File: src/core/bst_map.vh
`ifndef BST_MAP_VH
`define BST_MAP_VH

// ----------------------------------------------------------------------------
// Controller states
// ----------------------------------------------------------------------------
`define BST_ST_W 4
`define BST_ST_RESET 4'h0
`define BST_ST_IDLE 4'h1
`define BST_ST_SEL_DR 4'h2
`define BST_ST_CAP_DR 4'h3
`define BST_ST_SHF_DR 4'h4
`define BST_ST_EX1_DR 4'h5
`define BST_ST_PAU_DR 4'h6
`define BST_ST_EX2_DR 4'h7
`define BST_ST_UPD_DR 4'h8
`define BST_ST_SEL_IR 4'h9
`define BST_ST_CAP_IR 4'hA
`define BST_ST_SHF_IR 4'hB
`define BST_ST_EX1_IR 4'hC
`define BST_ST_PAU_IR 4'hD
`define BST_ST_EX2_IR 4'hE
`define BST_ST_UPD_IR 4'hF

// ----------------------------------------------------------------------------
// Instruction codes
// ----------------------------------------------------------------------------
`define BST_IR_W 4
`define BST_OP_EXTEST 4'h0
`define BST_OP_SAMPLE 4'h1
`define BST_OP_IDCODE 4'h2
`define BST_OP_CLAMP 4'h3
`define BST_OP_HIGHZ 4'h4
`define BST_OP_BYPASS 4'hF
`define BST_IR_CAPTURE 4'h1

// ----------------------------------------------------------------------------
// Identification word layout
// ----------------------------------------------------------------------------
`define BST_ID_W 32
`define BST_ID_VER_W 4
`define BST_ID_PART_W 16
`define BST_ID_MAKER_W 11
`define BST_ID_FIXED 1'h1

`endif

File: src/core/bst_cell_chain.v
`timescale 1ns/1ns
`include "bst_map.vh"

module bst_cell_chain #(
  parameter NPINS = 8
) (
  // Clock and reset
  input wire mclk,
  input wire arst_n,
  // Chain control
  input wire cap_en,
  input wire shift_en,
  input wire update_en,
  input wire sdi,
  input wire drive_test,
  input wire force_highz,
  output wire sdo,
  // Pins and core
  input wire [NPINS-1:0] pin_in,
  input wire [NPINS-1:0] core_out,
  input wire [NPINS-1:0] core_oe_n,
  output reg [NPINS-1:0] pin_out,
  output reg [NPINS-1:0] pin_oe_n,
  output reg [NPINS-1:0] core_in
);

  reg [2*NPINS-1:0] pin_scan_chain_reg;
  reg [NPINS-1:0] upd_reg;
  reg [NPINS-1:0] pin_s1_reg;
  reg [NPINS-1:0] pin_s2_reg;
  reg [NPINS-1:0] pin_s3_reg;
  reg [NPINS-1:0] pin_lvl_reg;
  wire [2*NPINS:0] chain_ext;

  assign sdo = pin_scan_chain_reg[0];
  // Serial input sits one place above the last cell
  assign chain_ext = {sdi, pin_scan_chain_reg};

  genvar i;
  generate
    for (i = 0; i < NPINS; i = i + 1) begin : g_pin
      // --------------------------------------------------------------------
      // Pin input synchroniser and filtered level
      // --------------------------------------------------------------------
      always @(posedge mclk or negedge arst_n) begin
        if (!arst_n) begin
          pin_s1_reg[i] <= 1'h0;
          pin_s2_reg[i] <= 1'h0;
          pin_s3_reg[i] <= 1'h0;
          pin_lvl_reg[i] <= 1'h0;
        end else begin
          pin_s1_reg[i] <= pin_in[i];
          pin_s2_reg[i] <= pin_s1_reg[i];
          pin_s3_reg[i] <= pin_s2_reg[i];
          if (pin_s2_reg[i] == pin_s3_reg[i]) begin
            pin_lvl_reg[i] <= pin_s3_reg[i];
          end
        end
      end

      // --------------------------------------------------------------------
      // Two cells per pin: even index in cell, odd index out cell
      // --------------------------------------------------------------------
      always @(posedge mclk or negedge arst_n) begin
        if (!arst_n) begin
          pin_scan_chain_reg[2*i] <= 1'h0;
          pin_scan_chain_reg[2*i+1] <= 1'h0;
          upd_reg[i] <= 1'h0;
        end else begin
          if (cap_en) begin
            pin_scan_chain_reg[2*i] <= pin_lvl_reg[i];
            pin_scan_chain_reg[2*i+1] <= core_out[i];
          end else if (shift_en) begin
            pin_scan_chain_reg[2*i] <= pin_scan_chain_reg[2*i+1];
            pin_scan_chain_reg[2*i+1] <= chain_ext[2*i+2];
          end
          if (update_en) begin
            upd_reg[i] <= pin_scan_chain_reg[2*i+1];
          end
        end
      end

      // --------------------------------------------------------------------
      // Pin drive and core input path
      // --------------------------------------------------------------------
      always @(posedge mclk or negedge arst_n) begin
        if (!arst_n) begin
          pin_out[i] <= 1'h0;
          pin_oe_n[i] <= 1'h1;
          core_in[i] <= 1'h0;
        end else begin
          core_in[i] <= pin_lvl_reg[i];
          if (drive_test) begin
            pin_out[i] <= upd_reg[i];
            pin_oe_n[i] <= 1'h0;
          end else if (force_highz) begin
            pin_out[i] <= core_out[i];
            pin_oe_n[i] <= 1'h1;
          end else begin
            pin_out[i] <= core_out[i];
            pin_oe_n[i] <= core_oe_n[i];
          end
        end
      end
    end
  endgenerate

endmodule

File: src/core/bst_tap.v
`timescale 1ns/1ns
`include "bst_map.vh"

module bst_tap #(
  parameter NPINS = 8,
  parameter [`BST_ID_VER_W-1:0] ID_VERSION = 4'h1,       // Arbitrary value
  parameter [`BST_ID_PART_W-1:0] ID_PART = 16'h1234,     // Arbitrary value
  parameter [`BST_ID_MAKER_W-1:0] ID_MAKER = 11'h055     // Arbitrary value
) (
  // Clock and reset
  input wire mclk,
  input wire arst_n,
  // Test port
  input wire tck,
  input wire tms,
  input wire tdi,
  output reg tdo,
  output reg tdo_oe_n,
  // Bidirectional pins
  input wire [NPINS-1:0] pin_in,
  output wire [NPINS-1:0] pin_out,
  output wire [NPINS-1:0] pin_oe_n,
  // Core side
  input wire [NPINS-1:0] core_out,
  input wire [NPINS-1:0] core_oe_n,
  output wire [NPINS-1:0] core_in
);

  // --------------------------------------------------------------------------
  // Declarations
  // --------------------------------------------------------------------------
  reg tck_s1_reg;
  reg tck_s2_reg;
  reg tck_s3_reg;
  reg tck_lvl_reg;
  reg tms_s1_reg;
  reg tms_s2_reg;
  reg tms_s3_reg;
  reg tms_lvl_reg;
  reg tdi_s1_reg;
  reg tdi_s2_reg;
  reg tdi_s3_reg;
  reg tdi_lvl_reg;
  reg [`BST_ST_W-1:0] state_reg;
  reg [`BST_ST_W-1:0] state_next;
  reg [`BST_IR_W-1:0] ir_shift_reg;
  reg [`BST_IR_W-1:0] ir_reg;
  reg [`BST_ID_W-1:0] maker_part_version_word_reg;
  reg single_bit_passthrough_reg;
  reg sel_chain;
  reg sel_id;
  reg drive_test;
  reg force_highz;
  reg tdo_next;
  wire tck_stable;
  wire tck_rise;
  wire tck_fall;
  wire tms_now;
  wire tdi_now;
  wire chain_sdo;
  wire shifting;
  wire [`BST_ID_W-1:0] id_word;

  // --------------------------------------------------------------------------
  // Input synchronisers, a change counts once stages two and three agree
  // --------------------------------------------------------------------------
  always @(posedge mclk or negedge arst_n) begin
    if (!arst_n) begin
      tck_s1_reg <= 1'h0;
      tck_s2_reg <= 1'h0;
      tck_s3_reg <= 1'h0;
      tck_lvl_reg <= 1'h0;
      tms_s1_reg <= 1'h1;
      tms_s2_reg <= 1'h1;
      tms_s3_reg <= 1'h1;
      tms_lvl_reg <= 1'h1;
      tdi_s1_reg <= 1'h1;
      tdi_s2_reg <= 1'h1;
      tdi_s3_reg <= 1'h1;
      tdi_lvl_reg <= 1'h1;
    end else begin
      tck_s1_reg <= tck;
      tck_s2_reg <= tck_s1_reg;
      tck_s3_reg <= tck_s2_reg;
      tms_s1_reg <= tms;
      tms_s2_reg <= tms_s1_reg;
      tms_s3_reg <= tms_s2_reg;
      tdi_s1_reg <= tdi;
      tdi_s2_reg <= tdi_s1_reg;
      tdi_s3_reg <= tdi_s2_reg;
      if (tck_stable) begin
        tck_lvl_reg <= tck_s3_reg;
      end
      if (tms_s2_reg == tms_s3_reg) begin
        tms_lvl_reg <= tms_s3_reg;
      end
      if (tdi_s2_reg == tdi_s3_reg) begin
        tdi_lvl_reg <= tdi_s3_reg;
      end
    end
  end

  assign tck_stable = (tck_s2_reg == tck_s3_reg);
  assign tck_rise = tck_stable && tck_s3_reg && !tck_lvl_reg;
  assign tck_fall = tck_stable && !tck_s3_reg && tck_lvl_reg;
  // Levels settled before the clock edge is seen, as the tester must set up
  assign tms_now = (tms_s2_reg == tms_s3_reg) ? tms_s3_reg : tms_lvl_reg;
  assign tdi_now = (tdi_s2_reg == tdi_s3_reg) ? tdi_s3_reg : tdi_lvl_reg;

  // --------------------------------------------------------------------------
  // Sixteen-state controller
  // --------------------------------------------------------------------------
  always @* begin
    state_next = state_reg;
    case (state_reg)
      `BST_ST_RESET: begin
        state_next = tms_now ? `BST_ST_RESET : `BST_ST_IDLE;
      end
      `BST_ST_IDLE: begin
        state_next = tms_now ? `BST_ST_SEL_DR : `BST_ST_IDLE;
      end
      `BST_ST_SEL_DR: begin
        state_next = tms_now ? `BST_ST_SEL_IR : `BST_ST_CAP_DR;
      end
      `BST_ST_CAP_DR: begin
        state_next = tms_now ? `BST_ST_EX1_DR : `BST_ST_SHF_DR;
      end
      `BST_ST_SHF_DR: begin
        state_next = tms_now ? `BST_ST_EX1_DR : `BST_ST_SHF_DR;
      end
      `BST_ST_EX1_DR: begin
        state_next = tms_now ? `BST_ST_UPD_DR : `BST_ST_PAU_DR;
      end
      `BST_ST_PAU_DR: begin
        state_next = tms_now ? `BST_ST_EX2_DR : `BST_ST_PAU_DR;
      end
      `BST_ST_EX2_DR: begin
        state_next = tms_now ? `BST_ST_UPD_DR : `BST_ST_SHF_DR;
      end
      `BST_ST_UPD_DR: begin
        state_next = tms_now ? `BST_ST_SEL_DR : `BST_ST_IDLE;
      end
      `BST_ST_SEL_IR: begin
        state_next = tms_now ? `BST_ST_RESET : `BST_ST_CAP_IR;
      end
      `BST_ST_CAP_IR: begin
        state_next = tms_now ? `BST_ST_EX1_IR : `BST_ST_SHF_IR;
      end
      `BST_ST_SHF_IR: begin
        state_next = tms_now ? `BST_ST_EX1_IR : `BST_ST_SHF_IR;
      end
      `BST_ST_EX1_IR: begin
        state_next = tms_now ? `BST_ST_UPD_IR : `BST_ST_PAU_IR;
      end
      `BST_ST_PAU_IR: begin
        state_next = tms_now ? `BST_ST_EX2_IR : `BST_ST_PAU_IR;
      end
      `BST_ST_EX2_IR: begin
        state_next = tms_now ? `BST_ST_UPD_IR : `BST_ST_SHF_IR;
      end
      `BST_ST_UPD_IR: begin
        state_next = tms_now ? `BST_ST_SEL_DR : `BST_ST_IDLE;
      end
      default: begin
        state_next = `BST_ST_RESET;
      end
    endcase
  end

  always @(posedge mclk or negedge arst_n) begin
    if (!arst_n) begin
      state_reg <= `BST_ST_RESET;
    end else if (tck_rise) begin
      state_reg <= state_next;
    end
  end

  // --------------------------------------------------------------------------
  // Instruction register and decode
  // --------------------------------------------------------------------------
  always @(posedge mclk or negedge arst_n) begin
    if (!arst_n) begin
      ir_shift_reg <= `BST_IR_CAPTURE;
      ir_reg <= `BST_OP_IDCODE;
    end else if (tck_rise) begin
      if (state_reg == `BST_ST_CAP_IR) begin
        ir_shift_reg <= `BST_IR_CAPTURE;
      end else if (state_reg == `BST_ST_SHF_IR) begin
        ir_shift_reg <= {tdi_now, ir_shift_reg[`BST_IR_W-1:1]};
      end
      if (state_reg == `BST_ST_RESET) begin
        ir_reg <= `BST_OP_IDCODE;
      end else if (state_reg == `BST_ST_UPD_IR) begin
        ir_reg <= ir_shift_reg;
      end
    end
  end

  // Unknown codes fall back to the passthrough path
  always @* begin
    sel_chain = 1'h0;
    sel_id = 1'h0;
    drive_test = 1'h0;
    force_highz = 1'h0;
    case (ir_reg)
      `BST_OP_EXTEST: begin
        sel_chain = 1'h1;
        drive_test = 1'h1;
      end
      `BST_OP_SAMPLE: begin
        sel_chain = 1'h1;
      end
      `BST_OP_IDCODE: begin
        sel_id = 1'h1;
      end
      `BST_OP_CLAMP: begin
        drive_test = 1'h1;
      end
      `BST_OP_HIGHZ: begin
        force_highz = 1'h1;
      end
      default: begin
        sel_chain = 1'h0;
      end
    endcase
  end

  // --------------------------------------------------------------------------
  // Identification word and passthrough bit
  // --------------------------------------------------------------------------
  assign id_word = {ID_VERSION, ID_PART, ID_MAKER, `BST_ID_FIXED};

  always @(posedge mclk or negedge arst_n) begin
    if (!arst_n) begin
      maker_part_version_word_reg <= {`BST_ID_W{1'h0}};
      single_bit_passthrough_reg <= 1'h0;
    end else if (tck_rise) begin
      if (state_reg == `BST_ST_CAP_DR) begin
        maker_part_version_word_reg <= id_word;
        single_bit_passthrough_reg <= 1'h0;
      end else if (state_reg == `BST_ST_SHF_DR) begin
        maker_part_version_word_reg <= {tdi_now, maker_part_version_word_reg[`BST_ID_W-1:1]};
        single_bit_passthrough_reg <= tdi_now;
      end
    end
  end

  // --------------------------------------------------------------------------
  // Pin chain
  // --------------------------------------------------------------------------
  bst_cell_chain #(
    .NPINS(NPINS)
  ) u_chain (
    .mclk(mclk),
    .arst_n(arst_n),
    .cap_en(tck_rise && sel_chain && (state_reg == `BST_ST_CAP_DR)),
    .shift_en(tck_rise && sel_chain && (state_reg == `BST_ST_SHF_DR)),
    .update_en(tck_rise && sel_chain && (state_reg == `BST_ST_UPD_DR)),
    .sdi(tdi_now),
    .drive_test(drive_test),
    .force_highz(force_highz),
    .sdo(chain_sdo),
    .pin_in(pin_in),
    .core_out(core_out),
    .core_oe_n(core_oe_n),
    .pin_out(pin_out),
    .pin_oe_n(pin_oe_n),
    .core_in(core_in)
  );

  // --------------------------------------------------------------------------
  // Serial output on the falling test-clock edge
  // --------------------------------------------------------------------------
  assign shifting = (state_reg == `BST_ST_SHF_DR) || (state_reg == `BST_ST_SHF_IR);

  always @* begin
    if (state_reg == `BST_ST_SHF_IR) begin
      tdo_next = ir_shift_reg[0];
    end else if (sel_chain) begin
      tdo_next = chain_sdo;
    end else if (sel_id) begin
      tdo_next = maker_part_version_word_reg[0];
    end else begin
      tdo_next = single_bit_passthrough_reg;
    end
  end

  always @(posedge mclk or negedge arst_n) begin
    if (!arst_n) begin
      tdo <= 1'h0;
      tdo_oe_n <= 1'h1;
    end else if (tck_fall) begin
      tdo <= tdo_next;
      tdo_oe_n <= !shifting;
    end
  end

endmodule

File: config.mk
export PLATFORM = sky130hd
export DESIGN_NAME = bst_tap
export DESIGN_NICKNAME = d
export VERILOG_FILES = /design/src/core/bst_cell_chain.v /design/src/core/bst_tap.v
export VERILOG_INCLUDE_DIRS = /design/src /design/src/core
export SDC_FILE = /design/constraint.sdc
export NUM_CORES = 1
export LEC_CHECK = 0
export ABC_AREA = 1
export BUFFER_PORTS_ARGS = -buffer_cell sky130_fd_sc_hd__buf_4
export CAP_MARGIN = 5
export CORE_MARGIN = 2
export CORE_UTILIZATION = 58
export CTS_CLUSTER_SIZE = 20
export DETAILED_ROUTE_END_ITERATION = 16
export PLACE_DENSITY = 0.88
export SYNTH_ARGS = -nofsm -noshare
export SYNTH_HDL_FRONTEND = slang
export SYNTH_SLANG_ARGS = --single-unit
export TNS_END_PERCENT = 30
File: constraint.sdc
create_clock -name mclk -period 1.85 [get_ports mclk]
set_input_delay 0.37 -clock mclk [delete_from_list [all_inputs] [get_ports mclk]]
set_output_delay 0.37 -clock mclk [all_outputs]
set_load 0.03 [all_outputs]
==> run_results.csv <==
group,metric,value,unit
run_status,status,"finished, final reports clean",
logic_synthesis,synth_most_common_cell,"nand2_1",
timing,fin_crit_sh,96.5,%
timing,setup_viol,0,
logic_synthesis,synth_xor_area_share,0,%
worst_setup_path,worstReg2RegStart,"tck_s2_reg",
worst_setup_path,r2r_slack,0.07,ns
timing,hold_violations,0,
logic_synthesis,ys_ff_latch,138,
timing,final.min_clock_period,1.78,ns
worst_setup_path,start_kind,"flop",
clock_network,cts_tree,"built",
floorplanning,core.rowCount,35,
timing,holdWs,0.0728,ns
placed_design,io_buffers,54,
route,vias_per_cell,5.34,
global_route,grt_pass1_wl,18.3,mm
global_route,antenna_found_initial,0,
floorplanning,start_util,58.8,%
final_layout,nets,658,
route,dr.first_iter.drc_count,423,
logic_synthesis,yosys-top-cells-area,"dfrtp_1 (56%), nand2_1 (11%), dfstp_2 (9.3%), o21ai_0 (5.3%), inv_1 (3.5%)",
timing,fin_ws,0.0656,ns
final_layout,fillers,616,
clock_network,ctsRootBufferMaster,"clkbuf_8",
logic_synthesis,async_flop_share,100,%
clock_network,clock_path_buffers,2,
timing,fmax,560,MHz
clock_network,cts-htree-levels,4,
logic_synthesis,ys_warn_count,0,
floorplanning,ios,55,
worst_setup_path,critPathMaxFanout,16,
logic_synthesis,synth_area,0.00536,sq mm
placed_design,placed_cells,707,
timing,worst_clock_skew,0.00493,ns
floorplanning,die-area,0.0100,sq mm
final_layout,antenna_cells,0,
placed_design,place_congestion,0.895,
final_layout,area_growth_syn_to_layout,23.1,%
pwr,powerDensity,1410,mW/mm^2
logic_synthesis,synth_edf_count,0,
global_route,grt_pass1_vias,3942,
worst_setup_path,r2r_cells,8,
final_layout,drive_above_1_share,20.8,%
logic_synthesis,synth.largest_area_cell,"dfrtp_1",
logic_synthesis,ys_seq_area_share,64.9,%
route,drtPass1Iterations,5,
route,antenna_left,0,
global_route,grt_overflow,0,
worst_setup_path,worstPathArrival,2.18,ns
worst_setup_path,critical_path_class,"reg2reg",
pwr,p_total,9280,uW
global_route,grtUsageMet3,5.15,%
logic_synthesis,syn_inst,549,
worst_setup_path,critPathLaunch,"tck_s2_reg",
logic_synthesis,synth_top_area_share,55.6,%
logic_synthesis,netlist_top_cells_count,"nand2_1 (161), dfrtp_1 (119), o21ai_0 (57)",
logic_synthesis,muxShareOfSynthArea,0,%
timing,worstMarginPinSlew,0.495,ns
logic_synthesis,synth_fa_ha_area_share,1.96,%
clock_network,numCtsBuffers,17,
timing,rsz0062_at_grt,"true",
timing,slew_headroom,67.0,%
logic_synthesis,synthSimpleGateAreaFrac,18.1,%
clock_network,clk_pin_slew_worst_paths,0.06,ns
logic_synthesis,syn_nets,580,
placed_design,pre_cts_ws,0.0713,ns
logic_synthesis,synth_top_family_by_area,"simple AND/OR/NAND/NOR gates",
route,drc,0,
final_layout,largest_reg_flops,32,
final_layout,fin_cells,751,
logic_synthesis,synth-compound-area-share,9.06,%
clock_network,cts_setup_buffers,0,
clock_network,cts.sinks,138,
pwr,ir_worst_vdd,0.000968,V
floorplanning,die_h,100,microns
route,wire_per_inst,14.7,microns
logic_synthesis,syn_area_per_cell,9.76,sq um
pwr,power.leakage,0.00327,uW
placed_design,place_hpwl,6.76,mm
logic_synthesis,synthDistinctLibCells,29,
route,vias,4011,
floorplanning,core_region_area,0.00911,sq mm
global_route,use_met2,39.0,%
run,max_cap_violations,0,
clock_network,clk_latency,0.52,ns
global_route,grt_use_met1,30.7,%
floorplanning,die_w,100,microns
global_route,top_usage_layer,"met2",
logic_synthesis,synth_ff_type,"dfrtp_1",
worst_setup_path,rr_endpoint,"u_chain.upd_reg[6]",
worst_setup_path,critPathCaptureType,"flop",
global_route,grt.total_usage,23.8,%
timing,report.final.slew_viol_count,0,
worst_setup_path,critPathCapture,"u_chain.upd_reg[6]",
global_route,grt_max_degree,60,
worst_hold_path,hp-class,"in2reg",
route,wl,11.1,mm
worst_setup_path,cp.required,2.25,ns
final_layout,finish.utilization,72.4,%
## cell type report
type	instances	area (sq um)	share of cell area, %
sequential	138	3480	52.7
tap	111	139	2.11
clock inverter	13	121	1.84
multi-input combinational	337	1570	23.8
timing repair buffer	77	649	9.85
clock buffer	19	432	6.55
inverter	56	210	3.19
## metal layers
layer	up-vias	part of all wire (%)
li1	1896	-
met1	1914	42
met2	174	49
met3	27	6.2
met4	0	2.3
met5	-	0
## worst max-delay path, cell delays in order, from the launching register on
cell	delay, ns
dfrtp_1	0.38
ha_1	0.17
inv_1	0.06
nor2_4	0.21
inv_2	0.14
nor2_2	0.19
nand3_2	0.29
nand2_1	0.15
o21ai_1	0.07
## cell usage in the layout (no fill, tap or decap), types with 2 or more instances in the layout
master / count
inv_6: 2
nor2_1: 39
nor2_4: 2
dlygate4sd3_1: 12
nand2_4: 2
clkinvlp_4: 5
inv_2: 6
nand2_1: 161
buf_4: 61
o21ai_1: 17
clkbuf_8: 2
nand3_1: 17
nand3b_1: 2
o21ai_0: 56
dfstp_2: 19
a21oi_1: 14
o31ai_1: 2
clkinv_4: 3
clkinv_2: 2
maj3_1: 8
o22ai_1: 3
nor2_2: 4
clkbuf_16: 16
inv_1: 50
nand2_2: 2
buf_12: 3
ha_1: 2
dfrtp_1: 119
## timing repair
item                                    4_1_cts  5_1_grt
gates resized for setup                       1        2
hold buffers                                 12        0
endpoints found under the setup margin        1       15
hold endpoints to repair                     33        0
gates cloned                                  0        0
pin swaps                                     0        0
## where the power goes
part | internal, uW | total (uW) | switching [uW]
Sequential | 3650 | 3990 | 341
Clock | 1820 | 3090 | 1270
Combinational | 794 | 2200 | 1410
Total | 6270 | 9280 | 3010
## worst min path at each step
stage | from | depth (start not counted) | end | slack [ns]
after floorplan | arst_n | 0 | ir_reg[0] | 0.07
after global placement | u_chain.pin_s1_reg[4] | 0 | u_chain.pin_s2_reg[4] | 0.33
after detailed placement | tck_s1_reg | 0 | tck_s2_reg | 0.33
after CTS | core_oe_n[2] | 3 | u_chain.pin_oe_n[2] | 0.07
after global routing | core_oe_n[2] | 3 | u_chain.pin_oe_n[2] | 0.07
final | core_oe_n[2] | 3 | u_chain.pin_oe_n[2] | 0.07
## per-stage QoR
step	instance area (sq um)	setup TNS (ns)
after detailed placement	5910	0
final	6600	0
after CTS	6590	0
after floorplan	5360	0
after global routing	6600	-0.323
after global placement	5910	0
## kinds of logic after synthesis
| logic type | Yosys count |
|---|---|
| AO/OA/AOI/OAI | 94 |
| buffers and inverters | 74 |
| AND/OR/NAND/NOR | 233 |
| adder cells (fa/ha/maj) | 10 |
| flip-flops | 138 |
(Power assumes the default switching activity.)
